[src/inc/ltm_pkg.sv]
package ltm_pkg;

    // Modes, Gray coded along fail-safe -> normal -> silent -> sleep.
    typedef enum logic [1:0] {
        LTM_FAILSAFE = 2'h0,
        LTM_NORMAL   = 2'h1,
        LTM_SILENT   = 2'h3,
        LTM_SLEEP    = 2'h2
    } ltm_mode_t;

    localparam int unsigned CLK_MHZ         = 125;
    localparam int unsigned T_DOM_US        = 40000;
    localparam int unsigned T_TX_HIGH_US    = 10;
    localparam int unsigned T_RESET_US      = 4000;
    localparam int unsigned T_RES_F_US      = 10;
    localparam int unsigned T_WAKE_US       = 100;
    localparam int unsigned DOM_CYCLES      = T_DOM_US * CLK_MHZ;
    localparam int unsigned TX_HIGH_CYCLES  = T_TX_HIGH_US * CLK_MHZ + 1;
    localparam int unsigned RESET_CYCLES    = T_RESET_US * CLK_MHZ;
    localparam int unsigned RES_F_CYCLES    = T_RES_F_US * CLK_MHZ;
    localparam int unsigned WAKE_CYCLES     = T_WAKE_US * CLK_MHZ;
    localparam int unsigned CNT_W           = 24;

endpackage

[src/design/ltm_transceiver_ctrl.sv]
`timescale 1ns/1ps
// Notes on behaviour
// - Power-up enters fail-safe, regulator on.
// - Low battery supply blocks bus transmission.
// - Regulator undervoltage pulls reset low after delay.
// - Reset held low 4ms after recovery.
// - Reset low until supply gone, then released.
// - Transmit low in normal drives bus dominant.
// - Transmit high keeps bus driver off.
// - Transmit low past 40ms forces recessive.
// - Driver re-enabled after transmit high 10us.
// - Normal mode receive output mirrors bus.
// - Silent mode receive output held high.
// - Enable high selects normal mode.
// - Enable fall with transmit high: silent.
// - Enable fall with transmit low: sleep.
// - Undervoltage in normal/silent goes fail-safe.
// - Fail-safe leaves to normal on enable high.
// - Filtered bus wake-up in silent/sleep: fail-safe.
// - Wake-up signalled by receive output low.
module ltm_transceiver_ctrl #(
    parameter int unsigned DOM_CYCLES     = ltm_pkg::DOM_CYCLES,
    parameter int unsigned TX_HIGH_CYCLES = ltm_pkg::TX_HIGH_CYCLES,
    parameter int unsigned RESET_CYCLES   = ltm_pkg::RESET_CYCLES,
    parameter int unsigned RES_F_CYCLES   = ltm_pkg::RES_F_CYCLES,
    parameter int unsigned WAKE_CYCLES    = ltm_pkg::WAKE_CYCLES
) (
    // Clock and power-on reset
    input  wire logic                   ref_clk,
    input  wire logic                   reset_n,
    // Host pins
    input  wire logic                   enable,
    input  wire logic                   transmit,
    output logic                        receive,
    // Supply monitors
    input  wire logic                   battery_supply_ok,
    input  wire logic                   battery_supply_present,
    input  wire logic                   regulator_undervolt,
    // Open-drain reset output
    output logic                        undervolt_reset_n_o,
    output logic                        undervolt_reset_n_oe,
    // Bus and regulator
    input  wire logic                   bus_level,
    output logic                        bus_drive_dominant,
    output logic                        regulator_on,
    output ltm_pkg::ltm_mode_t          mode
);

    localparam int W = ltm_pkg::CNT_W;

    ltm_pkg::ltm_mode_t next_mode;
    logic               enable_q;
    logic               timed_out;
    logic               wake_flag;
    logic               reset_low;
    logic               uv_seen;
    logic [W-1:0]       dom_cnt;
    logic [W-1:0]       high_cnt;
    logic [W-1:0]       res_cnt;
    logic [W-1:0]       wake_cnt;
    logic               bus_q;

    wire enable_fall = enable_q & ~enable;
    wire in_normal   = (mode == ltm_pkg::LTM_NORMAL);
    wire low_power   = (mode == ltm_pkg::LTM_SILENT) || (mode == ltm_pkg::LTM_SLEEP);
    wire bus_rise    = ~bus_q & bus_level;
    wire wake_event  = low_power & bus_rise & (wake_cnt >= W'(WAKE_CYCLES));

    // Transmit path: gated by mode, supply, time-out and reset window.
    assign bus_drive_dominant = in_normal & ~transmit & ~timed_out
                              & battery_supply_ok & ~reset_low;
    assign receive = in_normal ? bus_level : ~wake_flag & (mode != ltm_pkg::LTM_SLEEP);
    assign regulator_on = (mode != ltm_pkg::LTM_SLEEP);
    // The pin only pulls low; once the supply is gone it floats.
    assign undervolt_reset_n_o  = 1'b0;
    assign undervolt_reset_n_oe = battery_supply_present & reset_low;

    always_comb begin
        next_mode = mode;
        unique case (mode)
            ltm_pkg::LTM_FAILSAFE: begin
                if (enable && !reset_low) begin
                    next_mode = ltm_pkg::LTM_NORMAL;
                end
            end
            ltm_pkg::LTM_NORMAL: begin
                if (regulator_undervolt) begin
                    next_mode = ltm_pkg::LTM_FAILSAFE;
                end else if (enable_fall) begin
                    next_mode = transmit ? ltm_pkg::LTM_SILENT
                                         : ltm_pkg::LTM_SLEEP;
                end
            end
            ltm_pkg::LTM_SILENT: begin
                if (regulator_undervolt || wake_event) begin
                    next_mode = ltm_pkg::LTM_FAILSAFE;
                end else if (enable) begin
                    next_mode = ltm_pkg::LTM_NORMAL;
                end
            end
            ltm_pkg::LTM_SLEEP: begin
                // Enable from sleep restarts the regulator through fail-safe.
                if (wake_event || enable) begin
                    next_mode = ltm_pkg::LTM_FAILSAFE;
                end
            end
        endcase
    end

    always_ff @(posedge ref_clk or negedge reset_n) begin
        if (!reset_n) begin
            mode     <= ltm_pkg::LTM_FAILSAFE;
            enable_q <= 1'b0;
            bus_q    <= 1'b1;
        end else begin
            mode     <= next_mode;
            enable_q <= enable;
            bus_q    <= bus_level;
        end
    end

    // Dominant time-out; a fresh low period always starts from zero.
    always_ff @(posedge ref_clk or negedge reset_n) begin
        if (!reset_n) begin
            dom_cnt   <= '0;
            high_cnt  <= '0;
            timed_out <= 1'b0;
        end else begin
            if (transmit) begin
                dom_cnt <= '0;
            end else if (dom_cnt < W'(DOM_CYCLES)) begin
                dom_cnt <= dom_cnt + 1'b1;
            end
            if (!transmit) begin
                high_cnt <= '0;
            end else if (high_cnt < W'(TX_HIGH_CYCLES)) begin
                high_cnt <= high_cnt + 1'b1;
            end
            if (!transmit && dom_cnt >= W'(DOM_CYCLES) - 1'b1) begin
                timed_out <= 1'b1;
            end else if (transmit && high_cnt >= W'(TX_HIGH_CYCLES) - 1'b1) begin
                timed_out <= 1'b0;
            end
        end
    end

    // Reset output: falling delay on undervoltage, hold time after recovery.
    // A sleep entry also pulls it low since the regulator is off.
    always_ff @(posedge ref_clk or negedge reset_n) begin
        if (!reset_n) begin
            reset_low <= 1'b1;
            uv_seen   <= 1'b0;
            res_cnt   <= '0;
        end else begin
            if (reset_low) begin
                if (regulator_undervolt || mode == ltm_pkg::LTM_SLEEP) begin
                    res_cnt <= '0;
                end else if (res_cnt >= W'(RESET_CYCLES) - 1'b1) begin
                    reset_low <= 1'b0;
                    res_cnt   <= '0;
                    uv_seen   <= 1'b0;
                end else begin
                    res_cnt <= res_cnt + 1'b1;
                end
            end else if (mode == ltm_pkg::LTM_SLEEP) begin
                reset_low <= 1'b1;
            end else if (regulator_undervolt) begin
                if (uv_seen && res_cnt >= W'(RES_F_CYCLES) - 1'b1) begin
                    reset_low <= 1'b1;
                    res_cnt   <= '0;
                end else begin
                    uv_seen <= 1'b1;
                    res_cnt <= res_cnt + 1'b1;
                end
            end else begin
                uv_seen <= 1'b0;
                res_cnt <= '0;
            end
        end
    end

    // Wake-up filter and the flag shown on the receive output.
    always_ff @(posedge ref_clk or negedge reset_n) begin
        if (!reset_n) begin
            wake_cnt  <= '0;
            wake_flag <= 1'b0;
        end else begin
            if (!low_power || bus_level) begin
                wake_cnt <= '0;
            end else if (wake_cnt < W'(WAKE_CYCLES)) begin
                wake_cnt <= wake_cnt + 1'b1;
            end
            if (wake_event) begin
                wake_flag <= 1'b1;
            end else if (next_mode == ltm_pkg::LTM_NORMAL) begin
                wake_flag <= 1'b0;
            end
        end
    end
endmodule

[config.mk]
export PLATFORM = sky130hd
export DESIGN_NAME = ltm_transceiver_ctrl
export DESIGN_NICKNAME = d
export VERILOG_FILES = /design/src/inc/ltm_pkg.sv /design/src/design/ltm_transceiver_ctrl.sv
export SDC_FILE = /design/constraint.sdc
export NUM_CORES = 1
export LEC_CHECK = 0
export CAP_MARGIN = 10
export CORE_UTILIZATION = 45
export CTS_BUF_LIST = sky130_fd_sc_hd__clkbuf_2
export CTS_CLUSTER_DIAMETER = 40
export CTS_CLUSTER_SIZE = 20
export DETAILED_ROUTE_END_ITERATION = 8
export DONT_BUFFER_PORTS = 1
export PLACE_DENSITY = 0.59
export SLEW_MARGIN = 20
export SYNTH_ARGS = -nofsm -noshare
export SYNTH_HDL_FRONTEND = slang
export SYNTH_SLANG_ARGS = --single-unit
[constraint.sdc]
create_clock -name ref_clk -period 5.5 [get_ports ref_clk]
set_input_delay 0.275 -clock ref_clk [delete_from_list [all_inputs] [get_ports ref_clk]]
set_output_delay 0.275 -clock ref_clk [all_outputs]
set_load 0.005 [all_outputs]
==> run_summary.xml, run 1 <==
<?xml version="1.0" encoding="UTF-8"?>
<metrics>
  <group name="global_route">
    <metric name="grt_start_max_net_pins" unit="">105</metric>
    <metric name="globalRouteOverflowTotal" unit="">0</metric>
    <metric name="antenna_violations_before_repair" unit="">1</metric>
    <metric name="overall_global_routing_resource_usage" unit="">0.188</metric>
    <metric name="global_route_wire_length_before_repair" unit="µm">17400</metric>
    <metric name="grt_pass1_vias" unit="">3657</metric>
  </group>
  <group name="route">
    <metric name="antenna_violating_nets_post_route" unit="">0</metric>
    <metric name="drt-vias-per-instance" unit="">5.51</metric>
    <metric name="dr.first_iter.drc_count" unit="">212</metric>
    <metric name="vias" unit="">3849</metric>
    <metric name="met3_wirelength" unit="µm">489</metric>
    <metric name="remaining_drc_errors" unit="">0</metric>
    <metric name="wirelength_met1" unit="µm">4960</metric>
    <metric name="detail_route.wl_per_cell" unit="µm">14.5</metric>
    <metric name="drtPass1Iterations" unit="">4</metric>
    <metric name="top_signal_layer_used" unit="">met4</metric>
    <metric name="wl_met2" unit="µm">4560</metric>
    <metric name="totalWireLength" unit="µm">10200</metric>
  </group>
  <group name="worst_setup_path">
    <metric name="worstSetupStartpoint" unit="">res_cnt[0]</metric>
    <metric name="critical_path_required" unit="ps">6010</metric>
    <metric name="crit_fanout" unit="">11</metric>
    <metric name="worstPathCellList" unit="">ha_1, nand4_1, a211o_1, o2111a_1, and2b_1, a211oi_2, buf_4, o21ai_0</metric>
    <metric name="path_delay_family" unit="">compound AO/OA/AOI/OAI gates</metric>
    <metric name="critical_path.n_buffers_inverters" unit="">1</metric>
    <metric name="critical_path_start_type" unit="">flop</metric>
    <metric name="worstSetupEndpoint" unit="">res_cnt[7]</metric>
    <metric name="setup.reg_to_reg.worst_slack" unit="ps">2830</metric>
    <metric name="rr_endpoint" unit="">res_cnt[7]</metric>
    <metric name="worst_r2r_path_depth" unit="">8</metric>
    <metric name="r2r_start" unit="">res_cnt[0]</metric>
    <metric name="total_stage_count_of_the_critical_path" unit="">8</metric>
    <metric name="timing_worst_setup_path_type" unit="">reg2reg</metric>
    <metric name="critPathSlowestCell" unit="">sky130_fd_sc_hd__a211oi_2</metric>
    <metric name="endpoint_kind" unit="">flop</metric>
    <metric name="cp_data_arrival_time" unit="ps">3180</metric>
    <metric name="crit_path_max_incr_delay" unit="ps">670</metric>
  </group>
  <group name="sta">
    <metric name="clock.fmax" unit="GHz">0.375</metric>
    <metric name="final.setup.tns" unit="ps">0</metric>
    <metric name="period_share" unit="">0.485</metric>
    <metric name="final_slew_violations" unit="">0</metric>
    <metric name="max_slew.worst_pin.slew" unit="ps">892</metric>
    <metric name="clock-skew-final" unit="ps">28.1</metric>
    <metric name="report.final.setup_viol" unit="">0</metric>
    <metric name="max_slew_margin" unit="">0.404</metric>
    <metric name="unrepaired_setup_endpoints_after_global_routing" unit="">false</metric>
    <metric name="hold-worst-slack" unit="ps">91.4</metric>
    <metric name="hold_viol" unit="">0</metric>
    <metric name="fin_crit" unit="ps">2670</metric>
  </group>
  <group name="logic_synthesis">
    <metric name="ys_dominant_reg_cell" unit="">sky130_fd_sc_hd__dfrtp_1</metric>
    <metric name="cell_type_with_the_highest_aggregate_area_in_the_netlist" unit="">sky130_fd_sc_hd__dfrtp_1</metric>
    <metric name="yosysWarningCount" unit="">0</metric>
    <metric name="mappedNetlistArea" unit="µm²">5250</metric>
    <metric name="async_reset_ff_frac" unit="">1.00</metric>
    <metric name="synth_edf_count" unit="">0</metric>
    <metric name="synth-seq-cells" unit="">104</metric>
    <metric name="synth_area_per_cell" unit="µm²">9.55</metric>
    <metric name="netlist-cell-type-count" unit="">62</metric>
    <metric name="synthMostInstantiatedCell" unit="">sky130_fd_sc_hd__dfrtp_1</metric>
    <metric name="post_synth_most_frequent_cells" unit="">sky130_fd_sc_hd__dfrtp_1 (102), sky130_fd_sc_hd__nor2_1 (75), sky130_fd_sc_hd__nand2_1 (49)</metric>
    <metric name="post_synth_inst_count" unit="">550</metric>
    <metric name="synth_largest_type_area_fraction" unit="">0.486</metric>
    <metric name="synth_top_cells_by_area" unit="">sky130_fd_sc_hd__dfrtp_1 (49%), sky130_fd_sc_hd__xnor2_1 (5.8%), sky130_fd_sc_hd__nor2_1 (5.4%)</metric>
    <metric name="yosysSeqAreaShare" unit="">0.496</metric>
    <metric name="synth.net_count" unit="">566</metric>
  </group>
  <group name="clock_tree">
    <metric name="cts-root-to-sink-buffers" unit="">2</metric>
    <metric name="cts_root_buffer" unit="">sky130_fd_sc_hd__clkbuf_2</metric>
    <metric name="post_cts_buffers" unit="">0</metric>
    <metric name="clk_transition_reported_paths" unit="ps">270</metric>
    <metric name="htreeDepth" unit="">3</metric>
    <metric name="tritoncts_buffer_count" unit="">9</metric>
    <metric name="tritoncts_clock_tree" unit="">built</metric>
    <metric name="clkLatencyLatePin" unit="ps">610</metric>
    <metric name="cts.sink_count" unit="">104</metric>
  </group>
  <group name="place">
    <metric name="portBuffers" unit="">0</metric>
    <metric name="globalplace.congestion" unit="">0.802</metric>
    <metric name="dp.final_hpwl" unit="µm">6780</metric>
  </group>
  <group name="floorplan">
    <metric name="die_h" unit="µm">110</metric>
    <metric name="die_w" unit="µm">110</metric>
    <metric name="core_region_area" unit="µm²">11400</metric>
    <metric name="start_util" unit="">0.460</metric>
    <metric name="ios" unit="">15</metric>
    <metric name="rows" unit="">39</metric>
    <metric name="die_area" unit="µm²">12100</metric>
  </group>
  <group name="min_path">
    <metric name="worst_hold_path.num_cells" unit="">2</metric>
    <metric name="holdCritPathClass" unit="">in2reg</metric>
  </group>
  <group name="cells_and_area">
    <metric name="post_route_cells_drive_above_1_share" unit="">0.0505</metric>
    <metric name="signed_area_change_from_the_synthesized_netlist_to_the_final_layout" unit="%">6.10</metric>
    <metric name="final_nets" unit="">566</metric>
    <metric name="filler_instances" unit="">1115</metric>
  </group>
  <group name="pwr">
    <metric name="power.leakage" unit="nW">2.34</metric>
    <metric name="power.density_cell_area" unit="nW/µm²">216</metric>
    <metric name="ir_worst_vdd" unit="mV">0.206</metric>
  </group>
  <group name="run">
    <metric name="timing.max_cap.violations" unit="">0</metric>
  </group>
  <group name="outcome">
    <metric name="outcome" unit="">completed</metric>
  </group>
</metrics>
## metal layers
metal  vias to the layer above  GRT usage
met3                        12     0.0688
met1                      1881      0.243
met2                        57      0.294
met4                         0     0.0552
met5                         -          0
li1                       1899          -
## cell families (layout without fill, tap and decap cells)
logic type | after synthesis | after routing | share of synthesized area
AOI/OAI and AO/OA | 58 | 58 | 0.0793
xor gates and xnor gates | 50 | 50 | 0.0834
adders and majority gates | 8 | 8 | 0.0191
buffers and inverters | 38 | 43 | 0.0293
DFF | 104 | 104 | 0.496
muxes | 5 | 5 | 0.00953
other | 1 | 2 | 0.000714
and+or+nand+nor | 286 | 286 | 0.283
## sequential cells by signal, summed over array words and instances (netlist names)
| signal | count |
|---|---|
| dom_cnt | 24 |
| high_cnt | 24 |
| res_cnt | 24 |
| wake_cnt | 24 |
| mode | 2 |
| bus_q | 1 |
| enable_q | 1 |
| reset_low | 1 |
| timed_out | 1 |
| uv_seen | 1 |
| wake_flag | 1 |
## final cells by class
type                    count  area [µm²]  share of cell area
flip-flops and latches    104        2610               0.467
inverters                  18        67.6              0.0121
repair buffers              9         115              0.0207
well taps                 143         179              0.0321
diodes                      1        2.50            0.000449
clock buffers              11        55.1             0.00988
multi-input cells         408        2490               0.447
clock inverters             5        55.1             0.00988
## stage by stage
| step | power [mW] | instance area (µm²) | worst slack, ps | instances | utilization |
|---|---|---|---|---|---|
| finish | 1.20 | 5570 | 2830 | 699 | 0.488 |
| global route | 1.26 | 5570 | 2620 | 698 | 0.488 |
| CTS | 1.22 | 5570 | 2840 | 698 | 0.488 |
| detailed placement | 0.823 | 5350 | 2840 | 674 | 0.469 |
| global placement | 0.821 | 5350 | 2930 | 674 | 0.469 |
| floorplan | 0.821 | 5250 | 3500 | 550 | - |
## power breakdown
part | total (mW) | internal, mW | switching [mW]
Clock | 0.363 | 0.109 | 0.255
Combinational | 0.0559 | 0.0197 | 0.0362
Sequential | 0.782 | 0.775 | 0.00764
Total | 1.20 | 0.903 | 0.299
## what timing repair did
action	CTS	global route
hold buffers	8	0
gates resized for setup	0	0
hold endpoints to repair	175	0
## how the worst min path moves through the flow
| stage | startpoint | end |
|---|---|---|
| finish | bus_level | wake_cnt[1] |
| CTS | bus_level | wake_cnt[1] |
| global route | bus_level | wake_cnt[1] |
| global placement | reset_n | wake_cnt[9] |
| detailed placement | reset_n | wake_cnt[8] |
| floorplan | reset_n | dom_cnt[0] |
## layout by cell type (no fill, tap or decap), types with 2 or more instances in the layout
cell type,synthesis,final
sky130_fd_sc_hd__nand3_1,21,21
sky130_fd_sc_hd__or2_1,2,2
sky130_fd_sc_hd__nor4b_1,2,2
sky130_fd_sc_hd__dfrtp_1,102,102
sky130_fd_sc_hd__a21oi_1,9,9
sky130_fd_sc_hd__or4_1,6,6
sky130_fd_sc_hd__inv_1,18,18
sky130_fd_sc_hd__nor3_1,26,26
sky130_fd_sc_hd__nor3b_1,5,5
sky130_fd_sc_hd__o21a_1,2,2
sky130_fd_sc_hd__o21ai_0,9,9
sky130_fd_sc_hd__o31ai_1,4,4
sky130_fd_sc_hd__and3_1,6,6
sky130_fd_sc_hd__dfstp_2,2,2
sky130_fd_sc_hd__nor2_1,75,75
sky130_fd_sc_hd__and2_1,31,31
sky130_fd_sc_hd__nor4_1,16,16
sky130_fd_sc_hd__ha_1,8,8
sky130_fd_sc_hd__clkbuf_2,0,11
sky130_fd_sc_hd__xnor2_1,35,35
sky130_fd_sc_hd__o22ai_1,2,2
sky130_fd_sc_hd__or3_1,7,7
sky130_fd_sc_hd__nor2b_1,7,7
sky130_fd_sc_hd__nand4_1,15,15
sky130_fd_sc_hd__nand2_1,49,49
sky130_fd_sc_hd__or4b_2,2,2
sky130_fd_sc_hd__o211ai_1,8,8
sky130_fd_sc_hd__o2111ai_1,3,3
sky130_fd_sc_hd__o21bai_1,2,2
sky130_fd_sc_hd__clkinv_1,0,2
sky130_fd_sc_hd__dlygate4sd3_1,0,6
sky130_fd_sc_hd__o21ai_1,2,2
sky130_fd_sc_hd__xor2_1,15,15
sky130_fd_sc_hd__mux2i_1,5,5
sky130_fd_sc_hd__a31oi_1,2,2
sky130_fd_sc_hd__nand2b_1,6,6
(Power assumes the default switching activity.)
==> inputs of run 2 (changes only) <==
clock period = 2.7 ns   (was 5.5 ns; I/O delays follow)
==> run 2 against run 1 <==
Net effect: clock power rose to 2.6 times the previous value; first-iteration DRC count fell by 8.0%; critical endpoint is now dom_cnt[10]; power rose by 120%; sequential cell count did not move; utilization rose by 0.82 points.
==> run_summary.xml, run 2 (synthesized netlist as in run 1, its figures left out) <==
<?xml version="1.0" encoding="UTF-8"?>
<metrics>
  <group name="floorplan">
    <metric name="die_area" unit="µm²">12100</metric>
    <metric name="rows" unit="">39</metric>
    <metric name="die_h" unit="µm">110</metric>
    <metric name="start_util" unit="">0.460</metric>
    <metric name="core_region_area" unit="µm²">11400</metric>
    <metric name="ios" unit="">15</metric>
    <metric name="die_w" unit="µm">110</metric>
  </group>
  <group name="route">
    <metric name="detail_route.wl_per_cell" unit="µm">14.5</metric>
    <metric name="drt-vias-per-instance" unit="">5.40</metric>
    <metric name="totalWireLength" unit="µm">10200</metric>
    <metric name="vias" unit="">3807</metric>
    <metric name="remaining_drc_errors" unit="">0</metric>
    <metric name="drtPass1Iterations" unit="">4</metric>
    <metric name="antenna_violating_nets_post_route" unit="">0</metric>
    <metric name="dr.first_iter.drc_count" unit="">195</metric>
  </group>
  <group name="clock_tree">
    <metric name="cts-root-to-sink-buffers" unit="">2</metric>
    <metric name="post_cts_buffers" unit="">0</metric>
    <metric name="htreeDepth" unit="">3</metric>
    <metric name="clk_transition_reported_paths" unit="ps">260</metric>
    <metric name="cts_root_buffer" unit="">sky130_fd_sc_hd__clkbuf_2</metric>
    <metric name="cts.sink_count" unit="">104</metric>
    <metric name="tritoncts_buffer_count" unit="">9</metric>
    <metric name="tritoncts_clock_tree" unit="">built</metric>
    <metric name="clkLatencyLatePin" unit="ps">600</metric>
  </group>
  <group name="cells_and_area">
    <metric name="final_util" unit="">0.496</metric>
    <metric name="signed_area_change_from_the_synthesized_netlist_to_the_final_layout" unit="%">7.88</metric>
    <metric name="final_nets" unit="">572</metric>
    <metric name="filler_instances" unit="">1101</metric>
    <metric name="final_common_cell" unit="">sky130_fd_sc_hd__dfrtp_1</metric>
    <metric name="post_route_cells_drive_above_1_share" unit="">0.0642</metric>
    <metric name="layout.cells.most_common_list" unit="">sky130_fd_sc_hd__dfrtp_1 (102), sky130_fd_sc_hd__nor2_1 (75), sky130_fd_sc_hd__nand2_1 (49)</metric>
  </group>
  <group name="global_route">
    <metric name="overall_global_routing_resource_usage" unit="">0.190</metric>
    <metric name="antenna_violations_before_repair" unit="">1</metric>
    <metric name="globalRouteOverflowTotal" unit="">0</metric>
    <metric name="global_route_wire_length_before_repair" unit="µm">17900</metric>
    <metric name="grt_start_max_net_pins" unit="">105</metric>
    <metric name="grt_pass1_vias" unit="">3772</metric>
  </group>
  <group name="sta">
    <metric name="setup_ws" unit="ps">231</metric>
    <metric name="clock-skew-final" unit="ps">25.0</metric>
    <metric name="report.final.setup_viol" unit="">0</metric>
    <metric name="unrepaired_setup_endpoints_after_global_routing" unit="">false</metric>
    <metric name="max_slew.worst_pin.slew" unit="ps">682</metric>
    <metric name="hold_viol" unit="">0</metric>
    <metric name="final.setup.tns" unit="ps">0</metric>
    <metric name="max_slew_margin" unit="">0.546</metric>
    <metric name="fin_crit" unit="ps">2470</metric>
    <metric name="period_share" unit="">0.915</metric>
    <metric name="clock.fmax" unit="GHz">0.405</metric>
    <metric name="final_slew_violations" unit="">0</metric>
  </group>
  <group name="place">
    <metric name="dp.final_hpwl" unit="µm">6710</metric>
    <metric name="globalplace.congestion" unit="">0.773</metric>
    <metric name="place_ws" unit="ps">373</metric>
    <metric name="portBuffers" unit="">0</metric>
  </group>
  <group name="pwr">
    <metric name="ir_worst_vdd" unit="mV">0.368</metric>
    <metric name="design_power_total" unit="mW">2.63</metric>
    <metric name="power.leakage" unit="nW">2.40</metric>
    <metric name="power.density_cell_area" unit="nW/µm²">465</metric>
  </group>
  <group name="worst_setup_path">
    <metric name="critPathMostFrequentCell" unit="">sky130_fd_sc_hd__a21oi_1</metric>
    <metric name="crit_fanout" unit="">19</metric>
    <metric name="worstPathCellList" unit="">nor3_1, a21oi_1, o22a_1, or3_1, a21oi_1, dlygate4sd3_1</metric>
    <metric name="path_delay_family" unit="">compound AO/OA/AOI/OAI gates</metric>
    <metric name="setup.reg_to_reg.worst_slack" unit="ps">230</metric>
    <metric name="crit_path_max_incr_delay" unit="ps">550</metric>
    <metric name="timing_worst_setup_path_type" unit="">reg2reg</metric>
    <metric name="endpoint_kind" unit="">flop</metric>
    <metric name="critPathSlowestCell" unit="">sky130_fd_sc_hd__dlygate4sd3_1</metric>
    <metric name="critical_path.n_buffers_inverters" unit="">1</metric>
    <metric name="critical_path_start_type" unit="">flop</metric>
    <metric name="cp_data_arrival_time" unit="ps">3030</metric>
    <metric name="critical_path_required" unit="ps">3260</metric>
  </group>
  <group name="min_path">
    <metric name="holdCritPathClass" unit="">in2reg</metric>
  </group>
  <group name="run">
    <metric name="timing.max_cap.violations" unit="">0</metric>
  </group>
  <group name="outcome">
    <metric name="outcome" unit="">completed</metric>
  </group>
</metrics>
==> run 2: through the flow <==
step	cells	hold WS (ps)	instance area, µm²
final	705	109	5670
after floorplan	550	-161	5250
after global placement	680	-159	5400
after detailed placement	680	-157	5400
after CTS	704	52.4	5660
after global routing	704	52.7	5660
==> run 2: worst paths after layout <==
| kind | start | end | depth (start not counted) |
|---|---|---|---|
| hold / removal | bus_level | bus_q | 1 |
| hold reg to reg | high_cnt[19] | high_cnt[19] | 1 |
| setup / recovery | dom_cnt[12] | dom_cnt[10] | 6 |
| setup reg to reg | dom_cnt[12] | dom_cnt[10] | 6 |
| max in group asynchronous | reset_n | wake_cnt[3] | 2 |
| min in group asynchronous | reset_n | res_cnt[2] | 2 |
==> run 2: layout make-up <==
cell class	instances	area [µm²]	share of cell area
Sequential cell	104	2610	0.460
Multi-Input combinational cell	408	2490	0.440
Timing Repair Buffer	15	160	0.0283
Inverter	18	67.6	0.0119
Tap cell	143	179	0.0316
Clock buffer	11	55.1	0.00972
Clock inverter	5	104	0.0183
Antenna cell	1	2.50	0.000442
==> run 2: what timing repair did <==
item                                   CTS  global route
endpoints found under the hold margin  189             0
hold buffers                             8             0
gates resized for setup                  0             0
==> run 2: routing by layer <==
metal  track usage  share of wire  up-vias
li1              -              -     1916
met1         0.254           0.49     1821
met2         0.300           0.45       60
met3        0.0494          0.044       10
met4        0.0676          0.013        0
met5             0              0        -
==> run 2: power breakdown <==
part	internal [mW]	switching [mW]
clock	0.408	0.518
combinational	0.0393	0.0749
sequential	1.58	0.0152
total	2.03	0.608
==> inputs of run 3 (changes only) <==
CTS_BUF_LIST = default   (was sky130_fd_sc_hd__clkbuf_2)
==> run 3 against run 2 <==
Net effect: register-to-register slack better by 120 ps; critical path type unchanged; cell count down 0.28%; maximum frequency up 5.0%; clock skew down 20 ps; first-iteration DRC count down 8.2%; critical endpoint is now res_cnt[11]; clock power up 61%; clock-buffer cell count unchanged; routed wire length up 0.88%; worst setup slack better by 120 ps; power up 21%; via count down 0.37%.
==> run_summary.xml, run 3 (synthesized netlist as in run 1, its figures left out) <==
<?xml version="1.0" encoding="UTF-8"?>
<metrics>
  <group name="place">
    <metric name="globalplace.congestion" unit="">0.773</metric>
    <metric name="portBuffers" unit="">0</metric>
    <metric name="dp.final_hpwl" unit="µm">6710</metric>
    <metric name="place_ws" unit="ps">373</metric>
  </group>
  <group name="worst_setup_path">
    <metric name="timing_worst_setup_path_type" unit="">reg2reg</metric>
    <metric name="crit_fanout" unit="">17</metric>
    <metric name="critical_path_start_type" unit="">flop</metric>
    <metric name="endpoint_kind" unit="">flop</metric>
    <metric name="cp_data_arrival_time" unit="ps">2590</metric>
    <metric name="critical_path_required" unit="ps">2930</metric>
  </group>
  <group name="route">
    <metric name="totalWireLength" unit="µm">10300</metric>
    <metric name="vias" unit="">3793</metric>
    <metric name="antenna_violating_nets_post_route" unit="">0</metric>
    <metric name="drt-vias-per-instance" unit="">5.40</metric>
    <metric name="dr.first_iter.drc_count" unit="">179</metric>
    <metric name="drtPass1Iterations" unit="">4</metric>
    <metric name="remaining_drc_errors" unit="">0</metric>
    <metric name="detail_route.wl_per_cell" unit="µm">14.6</metric>
  </group>
  <group name="min_path">
    <metric name="holdCritPathClass" unit="">in2reg</metric>
  </group>
  <group name="sta">
    <metric name="fin_crit" unit="ps">2350</metric>
    <metric name="setup_ws" unit="ps">347</metric>
    <metric name="clock-skew-final" unit="ps">5.49</metric>
    <metric name="report.final.setup_viol" unit="">0</metric>
    <metric name="clock.fmax" unit="GHz">0.425</metric>
    <metric name="max_slew.worst_pin.slew" unit="ps">672</metric>
    <metric name="unrepaired_setup_endpoints_after_global_routing" unit="">false</metric>
    <metric name="final.setup.tns" unit="ps">0</metric>
    <metric name="max_slew_margin" unit="">0.552</metric>
    <metric name="period_share" unit="">0.871</metric>
    <metric name="hold_viol" unit="">0</metric>
    <metric name="final_slew_violations" unit="">0</metric>
    <metric name="hold-worst-slack" unit="ps">81.9</metric>
  </group>
  <group name="floorplan">
    <metric name="rows" unit="">39</metric>
    <metric name="die_w" unit="µm">110</metric>
    <metric name="die_h" unit="µm">110</metric>
    <metric name="die_area" unit="µm²">12100</metric>
    <metric name="ios" unit="">15</metric>
    <metric name="start_util" unit="">0.460</metric>
    <metric name="core_region_area" unit="µm²">11400</metric>
  </group>
  <group name="clock_tree">
    <metric name="htreeDepth" unit="">3</metric>
    <metric name="clkLatencyLatePin" unit="ps">350</metric>
    <metric name="cts.sink_count" unit="">104</metric>
    <metric name="post_cts_buffers" unit="">0</metric>
    <metric name="clk_transition_reported_paths" unit="ps">70</metric>
    <metric name="cts_root_buffer" unit="">sky130_fd_sc_hd__clkbuf_16</metric>
    <metric name="cts-root-to-sink-buffers" unit="">2</metric>
    <metric name="tritoncts_buffer_count" unit="">9</metric>
    <metric name="number_of_gates_given_a_new_drive_strength_after_cts" unit="">0</metric>
    <metric name="tritoncts_clock_tree" unit="">built</metric>
  </group>
  <group name="pwr">
    <metric name="power.density_cell_area" unit="nW/µm²">547</metric>
    <metric name="ir_worst_vdd" unit="mV">0.522</metric>
    <metric name="power.leakage" unit="nW">2.46</metric>
    <metric name="design_power_total" unit="mW">3.19</metric>
  </group>
  <group name="cells_and_area">
    <metric name="signed_area_change_from_the_synthesized_netlist_to_the_final_layout" unit="%">10.9</metric>
    <metric name="layout.cells.most_common_list" unit="">sky130_fd_sc_hd__dfrtp_1 (102), sky130_fd_sc_hd__nor2_1 (75), sky130_fd_sc_hd__nand2_1 (49)</metric>
    <metric name="final_util" unit="">0.510</metric>
    <metric name="final_common_cell" unit="">sky130_fd_sc_hd__dfrtp_1</metric>
    <metric name="post_route_cells_drive_above_1_share" unit="">0.0608</metric>
    <metric name="final_nets" unit="">570</metric>
  </group>
  <group name="run">
    <metric name="timing.max_cap.violations" unit="">0</metric>
  </group>
  <group name="global_route">
    <metric name="overall_global_routing_resource_usage" unit="">0.194</metric>
    <metric name="grt_pass1_vias" unit="">3743</metric>
    <metric name="globalRouteOverflowTotal" unit="">0</metric>
    <metric name="global_route_wire_length_before_repair" unit="µm">17900</metric>
    <metric name="antenna_violations_before_repair" unit="">1</metric>
    <metric name="grt_start_max_net_pins" unit="">105</metric>
  </group>
  <group name="outcome">
    <metric name="outcome" unit="">completed</metric>
  </group>
</metrics>
run 3: final cells by class:
type,count,area (µm²)
clock buffer,11,233
tap,143,179
sequential,104,2610
timing repair buffer,13,140
clock inverter,5,104
inverter,18,67.6
antenna,1,2.50
multi-input combinational,408,2490
fill,1080,5590
run 3: timing repair:
action | 4_1_cts | 5_1_grt
endpoints found under the hold margin | 159 | 0
setup endpoints to repair | 0 | 0
hold buffers | 6 | 0
run 3: worst paths after layout:
path | start | to | slack [ps] | cells past startpoint
worst max-delay path | res_cnt[0] | res_cnt[11] | 350 | 8
worst min-delay path | transmit | dom_cnt[22] | 80 | 2
worst max register to register | res_cnt[0] | res_cnt[11] | 350 | 8
worst min register to register | high_cnt[19] | high_cnt[19] | 480 | 1
max in group asynchronous | reset_n | dom_cnt[3] | 1930 | 2
min in group asynchronous | reset_n | wake_cnt[11] | 360 | 2
run 3: metrics by stage:
| step | cell area, µm² | std cells |
|---|---|---|
| after CTS | 5820 | 702 |
| after floorplan | 5250 | 550 |
| after global routing | 5820 | 702 |
| after detailed placement | 5400 | 680 |
| after global placement | 5400 | 680 |
| final | 5820 | 703 |
run 3: per-layer routing:
layer | vias to the layer above | share of wire | track usage
li1 | 1915 | - | -
met1 | 1832 | 0.48 | 0.252
met2 | 32 | 0.46 | 0.301
met3 | 14 | 0.040 | 0.0623
met4 | 0 | 0.018 | 0.0724
met5 | - | 0 | 0
run 3: report_power, final:
part	switching [mW]	internal, mW
clock	0.578	0.909
combinational	0.0721	0.0385
sequential	0.0154	1.57
run 3: worst max-delay path, stage by stage, from the launching register on:
cell and delay [ps]:
sky130_fd_sc_hd__dfrtp_1 430, sky130_fd_sc_hd__ha_1 220, sky130_fd_sc_hd__nand4_1 140, sky130_fd_sc_hd__a211o_1 280, sky130_fd_sc_hd__o2111a_1 170, sky130_fd_sc_hd__and2b_1 220
sky130_fd_sc_hd__a211oi_2 390, sky130_fd_sc_hd__buf_4 300, sky130_fd_sc_hd__o21ai_1 100
